File: config.mk
export PLATFORM = sky130hd
export DESIGN_NAME = rtc_time_date
export DESIGN_NICKNAME = d
export VERILOG_FILES = /design/src/verilog/rtc_pkg.sv /design/src/verilog/rtc_time_date.sv
export VERILOG_INCLUDE_DIRS = /design/src /design/src/verilog
export SDC_FILE = /design/constraint.sdc
export NUM_CORES = 1
export LEC_CHECK = 0
export ABC_AREA = 1
export BUFFER_PORTS_ARGS = -buffer_cell sky130_fd_sc_hd__buf_2
export CAP_MARGIN = 15
export CORE_MARGIN = 2
export CORE_UTILIZATION = 35
export DETAILED_ROUTE_END_ITERATION = 10
export PLACE_DENSITY_LB_ADDON = 0.05
export SLEW_MARGIN = 30
export SYNTH_ARGS = -nofsm -noshare
export SYNTH_HDL_FRONTEND = slang
export SYNTH_SLANG_ARGS = --single-unit
File: constraint.sdc
create_clock -name core_clk -period 1.5 [get_ports core_clk]
set_input_delay 0.3 -clock core_clk [delete_from_list [all_inputs] [get_ports core_clk]]
set_output_delay 0.3 -clock core_clk [all_outputs]
set_load 0.005 [all_outputs]
File: src/verilog/rtc_defs.svh
`ifndef RTC_DEFS_SVH
`define RTC_DEFS_SVH

// Register offsets
`define RTC_ADDR_SECONDS 8'h00
`define RTC_ADDR_MINUTES 8'h01
`define RTC_ADDR_HOURS 8'h02
`define RTC_ADDR_WEEKDAY 8'h03
`define RTC_ADDR_DAY 8'h04

// Weekday register bit positions
`define RTC_WK_OSC_BIT 5
`define RTC_WK_PWR_BIT 4
`define RTC_WK_VBAT_BIT 3

// Hours register bit positions
`define RTC_HR_FMT_BIT 6
`define RTC_HR_PM_BIT 5

// Reset values
`define RTC_RST_MINUTES 7'h00
`define RTC_RST_HOURS 7'h00
`define RTC_RST_WEEKDAY 3'h1
`define RTC_RST_DAY 6'h01

// BCD limits
`define RTC_BCD_NINE 4'h9
`define RTC_MIN_LAST 7'h59
`define RTC_H24_LAST 6'h23
`define RTC_H12_ELEVEN 5'h11
`define RTC_H12_TWELVE 5'h12
`define RTC_H12_ONE 5'h01
`define RTC_WK_FIRST 3'h1
`define RTC_WK_LAST 3'h7
`define RTC_DAY_FIRST 6'h01
`define RTC_DAY_28 6'h28
`define RTC_DAY_29 6'h29
`define RTC_DAY_30 6'h30
`define RTC_DAY_31 6'h31
`define RTC_MONTH_FEB 5'h02
`define RTC_MONTH_APR 5'h04
`define RTC_MONTH_JUN 5'h06
`define RTC_MONTH_SEP 5'h09
`define RTC_MONTH_NOV 5'h11

// Oscillator supervision
`define RTC_OSC_RUN_EDGES 6'h20
`define RTC_CLK_PERIOD_NS 20
`define RTC_OSC_LOSS_US 100

`endif

File: src/verilog/rtc_pkg.sv
package rtc_pkg;

    // Timekeeping fields, stored without their unimplemented bits
    typedef struct packed {
        logic [6:0] minutes;
        logic [6:0] hours;
        logic [2:0] weekday;
        logic [5:0] day;
    } rtc_time_type;

    typedef struct packed {
        logic osc_running;
        logic power_loss;
        logic backup_enable;
    } rtc_status_type;

endpackage : rtc_pkg

File: src/verilog/rtc_time_date.sv
// What this block does
// Minute tens digit in bits 6-4, offset 1
// Minute ones digit 0-9 in low nibble
// Hours bit 6 selects 12 or 24 hour
// Twelve-hour bit 5 is PM flag
// Twelve-hour tens bit 4, ones bits 3-0
// Twenty-four-hour tens 0-2 in bits 5-4
// Day tens 0-3 bits 5-4, offset 4
// Day ones 0-9 in low nibble
// Unimplemented bits read zero, ignore writes
// Oscillator flag sets after 32 cycles, clears stopped
// Weekday counts 1 to 7 at midnight
// February ends at 29 leap, else 28
// Twelve-hour wraps 11:59:59 PM to 12 AM, carries
// Power flag set by loss, weekday register write clears
// Weekday bit 3 enables backup supply
`include "rtc_defs.svh"
`timescale 1ns/1ps
`default_nettype none

module rtc_time_date #(
    parameter int OSC_LOSS_CYCLES = (`RTC_OSC_LOSS_US * 1000) / `RTC_CLK_PERIOD_NS
) (
    input wire logic core_clk, // 50 MHz clock
    input wire logic srst, // Synchronous reset, high
    input wire logic [7:0] reg_addr, // Register offset
    input wire logic reg_wr, // Write strobe, one cycle
    input wire logic [7:0] reg_wdata, // Write data
    output logic [7:0] reg_rdata, // Read data, one cycle after address
    input wire logic sec_carry, // Seconds rollover pulse
    input wire logic [4:0] month_bcd, // Current month, BCD
    input wire logic leap_year, // Current year is a leap year
    input wire logic osc_enable, // Oscillator start or external clock enable
    input wire logic osc_clk_in, // 32.768 kHz oscillator, asynchronous
    input wire logic primary_power_lost, // Primary supply lost, asynchronous level
    output logic day_carry, // Day rolled over into month, pulse
    output logic osc_running_flag, // Oscillator running status
    output logic power_loss_flag, // Primary power was lost
    output logic backup_supply_enable, // Backup supply input enabled
    output logic timestamp_clear // Clear logged time stamps, pulse
);

    localparam int LOSS_W = $clog2(OSC_LOSS_CYCLES + 1);
    localparam logic [LOSS_W-1:0] LOSS_LAST = LOSS_W'(OSC_LOSS_CYCLES - 1);

    function automatic logic [7:0] bcd_inc(input logic [7:0] v);
        if (v[3:0] == `RTC_BCD_NINE) begin
            bcd_inc = {v[7:4] + 4'h1, 4'h0};
        end else begin
            bcd_inc = {v[7:4], v[3:0] + 4'h1};
        end
    endfunction : bcd_inc

    function automatic logic [5:0] last_day(input logic [4:0] month, input logic leap);
        case (month)
            `RTC_MONTH_FEB: last_day = leap ? `RTC_DAY_29 : `RTC_DAY_28;
            `RTC_MONTH_APR, `RTC_MONTH_JUN, `RTC_MONTH_SEP, `RTC_MONTH_NOV: last_day = `RTC_DAY_30;
            default: last_day = `RTC_DAY_31;
        endcase
    endfunction : last_day

    rtc_pkg::rtc_time_type tm, next_tm;
    rtc_pkg::rtc_status_type st, next_st;
    logic [2:0] osc_sync, next_osc_sync;
    logic [2:0] pwr_sync, next_pwr_sync;
    logic osc_level, next_osc_level;
    logic pwr_level, next_pwr_level;
    logic [5:0] osc_edges, next_osc_edges;
    logic [LOSS_W-1:0] loss_cnt, next_loss_cnt;
    logic [7:0] next_rdata;
    logic next_day_carry;
    logic next_ts_clear;

    always_comb begin
        logic min_carry;
        logic hour_carry;
        logic osc_rise;
        logic pwr_rise;
        logic wr_wk;
        logic [7:0] tmp;
        min_carry = 1'b0;
        hour_carry = 1'b0;
        osc_rise = 1'b0;
        pwr_rise = 1'b0;
        wr_wk = 1'b0;
        tmp = 8'h00;
        next_tm = tm;
        next_st = st;
        next_day_carry = 1'b0;
        next_ts_clear = 1'b0;

        // Three-stage synchronisers; a change counts once stages two and three agree
        next_osc_sync = {osc_sync[1:0], osc_clk_in};
        next_pwr_sync = {pwr_sync[1:0], primary_power_lost};
        next_osc_level = (osc_sync[1] == osc_sync[2]) ? osc_sync[2] : osc_level;
        next_pwr_level = (pwr_sync[1] == pwr_sync[2]) ? pwr_sync[2] : pwr_level;
        osc_rise = next_osc_level & ~osc_level;
        pwr_rise = next_pwr_level & ~pwr_level;

        // Oscillator supervision
        next_osc_edges = osc_edges;
        next_loss_cnt = loss_cnt;
        if (!osc_enable) begin
            next_osc_edges = 6'h00;
            next_loss_cnt = '0;
            next_st.osc_running = 1'b0;
        end else if (osc_rise) begin
            next_loss_cnt = '0;
            if (osc_edges != `RTC_OSC_RUN_EDGES) begin
                next_osc_edges = osc_edges + 6'h01;
            end
            if (osc_edges + 6'h01 >= `RTC_OSC_RUN_EDGES) begin
                next_st.osc_running = 1'b1;
            end
        end else if (loss_cnt == LOSS_LAST) begin
            next_osc_edges = 6'h00;
            next_st.osc_running = 1'b0;
        end else begin
            next_loss_cnt = loss_cnt + LOSS_W'(1);
        end

        // Minutes, hours, day and weekday counting
        if (sec_carry) begin
            if (tm.minutes == `RTC_MIN_LAST) begin
                next_tm.minutes = 7'h00;
                min_carry = 1'b1;
            end else begin
                tmp = bcd_inc({1'b0, tm.minutes});
                next_tm.minutes = tmp[6:0];
            end
        end
        if (min_carry) begin
            if (tm.hours[`RTC_HR_FMT_BIT]) begin
                if (tm.hours[4:0] == `RTC_H12_TWELVE) begin
                    next_tm.hours[4:0] = `RTC_H12_ONE;
                end else if (tm.hours[4:0] == `RTC_H12_ELEVEN) begin
                    next_tm.hours[4:0] = `RTC_H12_TWELVE;
                    next_tm.hours[`RTC_HR_PM_BIT] = ~tm.hours[`RTC_HR_PM_BIT];
                    hour_carry = tm.hours[`RTC_HR_PM_BIT];
                end else begin
                    tmp = bcd_inc({3'h0, tm.hours[4:0]});
                    next_tm.hours[4:0] = tmp[4:0];
                end
            end else begin
                if (tm.hours[5:0] == `RTC_H24_LAST) begin
                    next_tm.hours[5:0] = 6'h00;
                    hour_carry = 1'b1;
                end else begin
                    tmp = bcd_inc({2'h0, tm.hours[5:0]});
                    next_tm.hours[5:0] = tmp[5:0];
                end
            end
        end
        if (hour_carry) begin
            next_tm.weekday = (tm.weekday == `RTC_WK_LAST) ? `RTC_WK_FIRST : tm.weekday + 3'h1;
            if (tm.day == last_day(month_bcd, leap_year)) begin
                next_tm.day = `RTC_DAY_FIRST;
                next_day_carry = 1'b1;
            end else begin
                tmp = bcd_inc({2'h0, tm.day});
                next_tm.day = tmp[5:0];
            end
        end

        // Register writes take precedence over counting; upper bits are dropped
        wr_wk = reg_wr && (reg_addr == `RTC_ADDR_WEEKDAY);
        if (reg_wr) begin
            case (reg_addr)
                `RTC_ADDR_MINUTES: next_tm.minutes = reg_wdata[6:0];
                `RTC_ADDR_HOURS: next_tm.hours = reg_wdata[6:0];
                `RTC_ADDR_WEEKDAY: begin
                    next_tm.weekday = reg_wdata[2:0];
                    next_st.backup_enable = reg_wdata[`RTC_WK_VBAT_BIT];
                end
                `RTC_ADDR_DAY: next_tm.day = reg_wdata[5:0];
                default: ;
            endcase
        end

        // Power-loss flag: a loss in the same cycle as a write keeps the flag set
        if (pwr_rise) begin
            next_st.power_loss = 1'b1;
        end else if (wr_wk) begin
            next_st.power_loss = 1'b0;
            next_ts_clear = st.power_loss;
        end

        // Read data, unimplemented bits return zero
        case (reg_addr)
            `RTC_ADDR_MINUTES: next_rdata = {1'b0, tm.minutes};
            `RTC_ADDR_HOURS: next_rdata = {1'b0, tm.hours};
            `RTC_ADDR_WEEKDAY: next_rdata = {2'b00, st.osc_running, st.power_loss, st.backup_enable, tm.weekday};
            `RTC_ADDR_DAY: next_rdata = {2'b00, tm.day};
            default: next_rdata = 8'h00;
        endcase
    end

    always_ff @(posedge core_clk) begin
        if (srst) begin
            tm <= '{minutes: `RTC_RST_MINUTES, hours: `RTC_RST_HOURS, weekday: `RTC_RST_WEEKDAY, day: `RTC_RST_DAY};
            st <= '0;
            osc_sync <= 3'h0;
            pwr_sync <= 3'h0;
            osc_level <= 1'b0;
            pwr_level <= 1'b0;
            osc_edges <= 6'h00;
            loss_cnt <= '0;
            reg_rdata <= 8'h00;
            day_carry <= 1'b0;
            timestamp_clear <= 1'b0;
            osc_running_flag <= 1'b0;
            power_loss_flag <= 1'b0;
            backup_supply_enable <= 1'b0;
        end else begin
            tm <= next_tm;
            st <= next_st;
            osc_sync <= next_osc_sync;
            pwr_sync <= next_pwr_sync;
            osc_level <= next_osc_level;
            pwr_level <= next_pwr_level;
            osc_edges <= next_osc_edges;
            loss_cnt <= next_loss_cnt;
            reg_rdata <= next_rdata;
            day_carry <= next_day_carry;
            timestamp_clear <= next_ts_clear;
            osc_running_flag <= next_st.osc_running;
            power_loss_flag <= next_st.power_loss;
            backup_supply_enable <= next_st.backup_enable;
        end
    end

endmodule : rtc_time_date

`default_nettype wire
==> impl_metrics.yaml, run 1 <==
run_status:
  outcome: "complete, but fails checks"
  violations: "negative setup slack"
clock_tree:
  clk_pin_slew_ns: 0.08
  cts.htree.levels: 3
  clk_latency_ns: 0.34
  cts.sinks: 62
  cts.path.max_buffers: 2
  cts_tree: "done"
  cts_hold_repair.buffers: 0
  cts_root_buffer: "clkbuf_8"
  numCtsBuffers: 9
synthesis:
  syn_inst: 481
  ys_ff_latch: 62
  syn_nets: 523
  synth.most_common_cell: "nand2_1"
  synth_edf_count: 0
  synth_area_leader_cell: "dfxtp_1"
  ys_types: 41
  synthTopCellsByCount: "69 x nand2_1, 67 x inv_1, 62 x dfxtp_1"
  synthTopCellsByArea: "dfxtp_1 36%, nand2_1 7.4%, inv_1 7.2%"
  syn_avg_cell_area_sq_um: 7.23
  netlist_area_sq_mm: 0.00348
  synth_top_area_share_pct: 35.7
  yosys_warnings: 0
  ys.flop_type: "dfxtp_1"
  ys_seq_area_share_pct: 35.7
  synthArstFlopShare_pct: 0
route:
  wl_per_cell_um: 12.7
  drt_iter0_markers: 152
  ant_nets: 0
  via_count: 3484
  vias_per_cell: 4.73
  routed_wl_um: 9390
  post-route-drc-count: 0
  firstDrtPassIters: 4
critical_path:
  worstPathMaxFanout: 5
  cp_slowest_cell: "dfxtp_2"
  arrival_ns: 1.88
  critPathKind: "flip-flop to flip-flop"
  crit_path_end_kind: "flip-flop"
  required_ns: 1.78
  crit_path_start_kind: "flip-flop"
  crit_chain: "inv_2 -> ha_4 -> nand2_2 -> nor2_4 -> nand3_4 -> a21oi_4 -> nand2_4 -> nor2_4 -> nand2_1 -> nand3_2 -> nand2_1 -> nand3_1"
  max_stage_delay_ns: 0.33
timing:
  grt_setup_unrepaired: "true"
  fin_setup_tns_ns: -0.624
  max_freq_mhz: 626
  final-max-slew-violation-count: 0
  skew_ns: 0.00587
  setup_ws_ns: -0.0982
  final_hold_viol_count: 0
  min_period_over_period_pct: 107
  setup_viol: 10
  timing.final.crit_period_ns: 1.60
final_layout:
  nets: 641
  area_growth_pct: 38.7
  drive_gt1_share_pct: 36.3
  fin_cells: 737
  diodes: 0
floorplanning:
  die_h_um: 104
  die_area_sq_mm: 0.0107
  design.core.area_sq_mm: 0.00973
  std_cell_rows: 36
  start_util_pct: 35.7
  boundaryPins: 42
  die_w_um: 104
power_and_ir_drop:
  total_power_mw: 3.46
  ir_worst_vdd_mv: 0.479
  p_per_area_mw_per_mm2: 719
  p_leak_nw: 2.07
global_route:
  gr-total-overflow: 0
  first_global_vias: 3285
  grtUsageTotal_pct: 17.6
  grt_pass1_wl_um: 15400
  grt_max_degree: 24
  antenna_found_initial: 0
place:
  placed_cells: 711
  portBuffers: 39
  gp_congestion: 0.838
  hpwl_um: 7070
hold_path:
  hold_class: "input port to flip-flop"
run:
  drv_cap: 0
## report_power, final
| part | switching (mW) | internal, mW | total [mW] |
|---|---|---|---|
| Clock | 0.740 | 0.825 | 1.56 |
| Sequential | 0.0112 | 1.66 | 1.67 |
| Combinational | 0.137 | 0.0907 | 0.228 |
| Total | 0.888 | 2.58 | 3.46 |
## worst max-delay path: cells and delay by family, from the launching register on
family          cells  cell delay, ns
buf+inv             1            0.07
compound gates      1            0.20
simple gates        9            0.83
fa+ha+maj           1            0.13
flops               1            0.33
## routing by layer
| layer | up-vias | GRT usage [%] | routed length (um) | part of all wire (%) |
|---|---|---|---|---|
| met5 | - | 0 | 0 | 0 |
| met1 | 1575 | 24.1 | 4620 | 49 |
| li1 | 1848 | - | - | - |
| met2 | 49 | 28.7 | 4270 | 45 |
| met4 | 0 | 5.31 | 144 | 1.5 |
| met3 | 12 | 2.89 | 361 | 3.8 |
## sequential cells by signal, summed over array words and instances (netlist names)
name and cells:
pwr_level 1, reg_rdata 7, day_carry 1, osc_sync 3, pwr_sync 3, timestamp_clear 1
tm 23, loss_cnt 13, osc_level 1, st 3, osc_edges 6
## cell type report
class	instances	area (sq um)
Clock buffer	10	138
Timing Repair Buffer	113	766
Multi-Input combinational cell	337	2130
Fill cell	1014	4910
Inverter	76	298
Clock inverter	6	68.8
Sequential cell	62	1250
Tap cell	133	166
## cells by family after synthesis
group                    after synthesis  synth area share (%)
AND/OR/NAND/NOR                      211                  31.4
AO/OA/AOI/OAI                        107                  17.6
buffers and inverters                 82                  9.21
flip-flops                            62                  35.7
adder cells (fa/ha/maj)               13                  4.68
XOR/XNOR                               5                  1.26
other                                  1                 0.108
## cell usage in the layout (no fill, tap or decap), types with 12 or more instances in the layout
master,instances
inv_1,60
nor2_1,52
buf_4,70
nand3_1,27
a21oi_1,32
nand2_1,62
o21ai_0,29
dfxtp_1,52
buf_2,39
inv_2,12
## worst paths after layout
check / depth (start not counted) / startpoint / slack [ns] / to
setup / recovery: 12 / tm[17]$_SDFF_PP0_ / -0.1 / tm[0]$_SDFF_PP1_
hold / removal: 3 / primary_power_lost / 0.16 / pwr_sync[0]$_SDFF_PP0_
setup reg to reg: 12 / tm[17]$_SDFF_PP0_ / -0.1 / tm[0]$_SDFF_PP1_
hold reg to reg: 2 / osc_sync[0]$_SDFF_PP0_ / 0.41 / osc_sync[1]$_SDFF_PP0_
## per-stage QoR
step / cell area (sq um) / utilization, % / hold slack [ns] / setup WS [ns]
after floorplan: 3490 / - / 0.388 / -0.0290
after global placement: 4300 / 44.2 / 0.393 / -0.162
after detailed placement: 4300 / 44.2 / 0.400 / -0.195
after CTS: 4630 / 47.6 / 0.140 / -0.149
after global routing: 4820 / 49.6 / 0.143 / -0.217
final: 4820 / 49.6 / 0.155 / -0.0982
## timing repair
action                     in CTS  in global routing
pin swaps                      14                 23
cloned                          0                  0
resized for setup              26                 48
buffers inserted                5                  5
setup endpoints to repair      13                 33
No activity file was read; power rests on OpenSTA's default activity.
==> run 2: changes to the inputs <==
--- a/config.mk
+++ b/config.mk
@@ -9,8 +9,10 @@
 export ABC_AREA = 1
 export BUFFER_PORTS_ARGS = -buffer_cell sky130_fd_sc_hd__buf_2
 export CAP_MARGIN = 15
+export CELL_PAD_IN_SITES_DETAIL_PLACEMENT = 2
+export CELL_PAD_IN_SITES_GLOBAL_PLACEMENT = 2
 export CORE_MARGIN = 2
-export CORE_UTILIZATION = 35
+export CORE_UTILIZATION = 30
 export DETAILED_ROUTE_END_ITERATION = 10
 export PLACE_DENSITY_LB_ADDON = 0.05
 export SLEW_MARGIN = 30
==> impl_metrics.yaml, run 2 (synthesis results as in run 1) <==
clock_tree:
  cts_tree: "done"
  cts.sinks: 62
  cts.htree.levels: 3
  cts.path.max_buffers: 2
  clk_pin_slew_ns: 0.06
  clk_latency_ns: 0.34
  numCtsBuffers: 9
  cts_root_buffer: "clkbuf_16"
timing:
  max_freq_mhz: 599
  setup_viol: 36
  skew_ns: 0.00424
  final_hold_viol_count: 0
  setup_ws_ns: -0.171
  timing.final.crit_period_ns: 1.67
  final-max-slew-violation-count: 0
  grt_setup_unrepaired: "true"
  fin_setup_tns_ns: -3.18
  min_period_over_period_pct: 111
place:
  gp_congestion: 0.783
  portBuffers: 39
  hpwl_um: 9460
  placed_cells: 724
  pre_cts_slack_ns: -0.226
route:
  post-route-drc-count: 0
  routed_wl_um: 15100
  vias_per_cell: 5.07
  via_count: 3872
  firstDrtPassIters: 4
  drt_iter0_markers: 131
  ant_nets: 0
  wl_per_cell_um: 19.7
power_and_ir_drop:
  p_leak_nw: 2.34
  p_per_area_mw_per_mm2: 841
  ir_worst_vdd_mv: 0.696
  total_power_mw: 4.47
critical_path:
  r2r_end: "tm[4]$_SDFF_PP0_"
  crit_path_end_kind: "flip-flop"
  r2r_start: "tm[9]$_SDFF_PP0_"
  critPathKind: "flip-flop to flip-flop"
  crit_path_start_kind: "flip-flop"
  crit_chain: "buf_4 -> nand2_1 -> inv_2 -> nand3_4 -> a21oi_4 -> buf_6 -> nand3_1 -> a21oi_2 -> nand3_2 -> a21oi_2"
  r2r_slack_ns: -0.17
  path_delay_family: "compound AO/OA/AOI/OAI gates"
  worstPathMaxFanout: 4
  cpMostUsedCell: "a21oi_2"
  cp_num_buf_inv: 3
  arrival_ns: 1.95
  cp_slowest_cell: "dfxtp_2"
  rr_worst_depth: 10
  required_ns: 1.78
  max_stage_delay_ns: 0.34
global_route:
  grt_pass1_wl_um: 22700
  antenna_found_initial: 0
  grtUsageTotal_pct: 23.1
  gr-total-overflow: 0
  first_global_vias: 4306
  grt_max_degree: 24
hold_path:
  min_to: "osc_sync[0]$_SDFF_PP0_"
  hold_class: "input port to flip-flop"
  min-delay-start: "osc_clk_in"
  whs_path_depth: 3
floorplanning:
  boundaryPins: 42
  die_w_um: 112
  design.core.area_sq_mm: 0.0114
  die_area_sq_mm: 0.0125
  std_cell_rows: 39
  die_h_um: 112
  start_util_pct: 30.6
final_layout:
  area_growth_pct: 52.8
  final_common_cell: "buf_4"
  top_regs: "tm x23, loss_cnt x13, reg_rdata x7"
  drive_gt1_share_pct: 41.5
  nets: 658
  diodes: 0
  top_register: "tm"
  fin_cells: 764
  largest_register_ffs: 23
  final_cell_mix: "81 x buf_4, 61 x nand2_1, 58 x inv_1, 50 x dfxtp_1, 48 x nor2_1"
  postLayoutCoreUtil_pct: 46.7
run_status:
  violations: "negative setup slack"
  outcome: "complete, but fails checks"
run:
  drv_cap: 0
[run 2: cell count changes in the layout (fill, tap and decap cells not counted), sizes merged]
cell | before | now
bufinv | 1 | 3
inv | 77 | 75
buf | 113 | 130
clkinv | 3 | 2
clkbuf | 10 | 11
[run 2: routing by layer]
metal	vias to the layer above	part of all wire (%)	GRT usage [%]
li1	1883	-	-
met1	1927	43	27.5
met2	44	53	41.9
met3	18	2.7	4.03
met4	0	1.5	7.90
met5	-	0	0
[run 2: worst max-delay path by stage]
stage                 startpoint               end  cells past startpoint
2_1_floorplan  tm[10]$_SDFF_PP0_  tm[4]$_SDFF_PP0_                     11
3_3_place_gp   tm[10]$_SDFF_PP0_  tm[4]$_SDFF_PP0_                     11
3_5_place_dp   tm[10]$_SDFF_PP0_  tm[5]$_SDFF_PP0_                     11
4_1_cts        tm[13]$_SDFF_PP0_  tm[5]$_SDFF_PP0_                     11
5_1_grt        tm[13]$_SDFF_PP0_  tm[4]$_SDFF_PP0_                     10
6_report        tm[9]$_SDFF_PP0_  tm[4]$_SDFF_PP0_                     10
[run 2: worst min-delay path: stages]
cell and delay [ns]:
buf_2 0.10, inv_1 0.05, nor2_1 0.04
[run 2: through the flow]
step	area, sq um	hold slack (ns)
global route	5310	0.196
global placement	4350	0.390
CTS	4990	0.170
floorplan	3490	0.388
detailed placement	4350	0.404
finish	5310	0.186
[run 2: area by class of cell]
type                       count  area [sq um]
timing repair buffer         130           937
inverter                      76           303
clock inverter                 5           106
multi-input combinational    337          2290
sequential                    62          1260
clock buffer                  11           243
fill                        1284          6060
tap                          143           179
[run 2: report_power, final]
part	internal (mW)	switching (mW)	total (mW)
Sequential	1.66	0.0126	1.67
Clock	1.67	0.853	2.53
Combinational	0.102	0.167	0.269
Total	3.44	1.03	4.47
[run 2: timing repair]
item | in CTS | in global routing
hold buffers | 0 | 0
buffers inserted | 12 | 12
resized for setup | 55 | 65
pin swaps | 26 | 31
setup endpoints to repair | 35 | 38
==> run 3: changes to the inputs <==
--- a/config.mk
+++ b/config.mk
@@ -14,7 +14,7 @@
 export CORE_MARGIN = 2
 export CORE_UTILIZATION = 30
 export DETAILED_ROUTE_END_ITERATION = 10
-export PLACE_DENSITY_LB_ADDON = 0.05
+export PLACE_DENSITY_LB_ADDON = 0.1
 export SLEW_MARGIN = 30
 export SYNTH_ARGS = -nofsm -noshare
 export SYNTH_HDL_FRONTEND = slang
==> impl_metrics.yaml, run 3 (synthesis results as in run 1) <==
run_status:
  outcome: "complete, but fails checks"
  violations: "negative setup slack"
power_and_ir_drop:
  p_per_area_mw_per_mm2: 803
  p_sw_share_pct: 24.2
  seq_power_share_pct: 39.5
  p_clk_share_pct: 54.2
  ir_worst_vdd_mv: 0.597
  power_frac_comb_pct: 6.3
  power_switching_mw: 1.03
  p_leak_nw: 2.29
  p_int_mw: 3.22
floorplanning:
  die_h_um: 112
  std_cell_rows: 39
  boundaryPins: 42
  die_area_sq_mm: 0.0125
  die_w_um: 112
  start_util_pct: 30.6
  design.core.area_sq_mm: 0.0114
critical_path:
  worstPathMaxFanout: 5
  cp_num_buf_inv: 1
  arrival_ns: 2.02
  crit_path_start_kind: "flip-flop"
  critPathKind: "flip-flop to flip-flop"
  crit_path_end_kind: "flip-flop"
  cp_slowest_cell: "dfxtp_2"
  crit_chain: "inv_2 -> ha_4 -> nand2_4 -> nor2_4 -> nand3_4 -> a21oi_4 -> nand2_4 -> nor2_4 -> nand2_1 -> nand3_1 -> nand2_1 -> nand3_1"
  path_delay_family: "simple AND/OR/NAND/NOR gates"
  required_ns: 1.79
  max_stage_delay_ns: 0.33
final_layout:
  top_register: "tm"
  nets: 662
  largest_register_ffs: 23
  final_common_cell: "buf_4"
  area_growth_pct: 52.1
  final_cell_mix: "85 x buf_4, 57 x inv_1, 57 x nand2_1, 47 x nor2_1, 44 x dfxtp_1"
  diodes: 0
  postLayoutCoreUtil_pct: 46.5
  top_regs: "tm x23, loss_cnt x13, reg_rdata x7"
  fin_cells: 768
  drive_gt1_share_pct: 43.5
place:
  hpwl_um: 9480
  gp_congestion: 0.808
  portBuffers: 39
  placed_cells: 729
timing:
  setup_ws_ns: -0.230
  max_freq_mhz: 578
  final_hold_viol_count: 0
  grt_setup_unrepaired: "true"
  timing.final.crit_period_ns: 1.73
  skew_ns: 0.00861
  final-max-slew-violation-count: 0
  min_period_over_period_pct: 115
  setup_viol: 25
clock_tree:
  cts_root_buffer: "clkbuf_16"
  numCtsBuffers: 9
  cts.path.max_buffers: 2
  clk_latency_ns: 0.35
  cts_hold_repair.buffers: 0
  cts.sinks: 62
  cts_tree: "done"
  cts.htree.levels: 3
  clk_pin_slew_ns: 0.06
global_route:
  antenna_found_initial: 0
  first_global_vias: 4177
  gr-total-overflow: 0
  grt_max_degree: 24
  grt_pass1_wl_um: 21500
  grtUsageTotal_pct: 21.9
route:
  vias_per_cell: 5.09
  firstDrtPassIters: 6
  routed_wl_um: 15100
  wl_per_cell_um: 19.6
  ant_nets: 0
  via_count: 3911
  drt_iter0_markers: 112
  post-route-drc-count: 0
run:
  drv_cap: 0
hold_path:
  hold_class: "input port to flip-flop"
## run 3: metal layers
layer	global-route usage [%]	routed length, um
met1	26.1	6610
met2	39.9	7780
met3	4.08	345
met4	6.83	319
met5	0	0
## run 3: what timing repair did
action                                  CTS  global route
gates resized for setup                  59            65
pin swaps                                21            34
gates cloned                              1             0
endpoints found under the hold margin     0             0
endpoints found under the setup margin   32            37
buffers inserted                          6            16
## run 3: metrics by stage
step | setup TNS, ns | setup slack, ns | cell area, sq um | total power, mW | hold WS, ns
floorplan | -0.0736 | -0.0290 | 3490 | 1.81 | 0.388
global placement | -1.40 | -0.139 | 4380 | 1.93 | 0.397
detailed placement | -2.92 | -0.216 | 4380 | 1.94 | 0.400
CTS | -1.57 | -0.187 | 4930 | 4.24 | 0.157
global route | -5.72 | -0.335 | 5290 | 4.37 | 0.175
finish | -2.80 | -0.230 | 5290 | 4.25 | 0.166
## run 3: power by group through the flow
| stage | clock (mW) | sequential, mW | combinational (mW) |
|---|---|---|---|
| finish | 2.30 | 1.68 | 0.270 |
| global placement | 0 | 1.71 | 0.220 |
| global route | 2.40 | 1.68 | 0.294 |
| CTS | 2.32 | 1.68 | 0.246 |
| floorplan | 0 | 1.71 | 0.0985 |
| detailed placement | 0 | 1.71 | 0.232 |
## run 3: path summary, 6_finish.rpt
path	startpoint	slack (ns)	cells past startpoint	end
setup / recovery	tm[17]$_SDFF_PP0_	-0.23	12	tm[0]$_SDFF_PP1_
hold / removal	osc_clk_in	0.17	3	osc_sync[0]$_SDFF_PP0_
setup reg to reg	tm[17]$_SDFF_PP0_	-0.23	12	tm[0]$_SDFF_PP1_
hold reg to reg	osc_sync[0]$_SDFF_PP0_	0.42	2	osc_sync[1]$_SDFF_PP0_
## run 3: worst reg2reg max path, stage by stage (launching register included)
cell and delay [ns]:
dfxtp_2 0.33, inv_2 0.07, ha_4 0.13, nand2_4 0.05, nor2_4 0.12, nand3_4 0.16
a21oi_4 0.23, nand2_4 0.12, nor2_4 0.16, nand2_1 0.10, nand3_1 0.09, nand2_1 0.05
nand3_1 0.06
## run 3: final cells by class
type / instances / area (sq um)
multi-input cells: 337 / 2270
inverters: 76 / 304
well taps: 143 / 179
repair buffers: 134 / 955
fillers: 1299 / 6080
flip-flops and latches: 62 / 1270
clock inverters: 6 / 86.3
clock buffers: 10 / 229
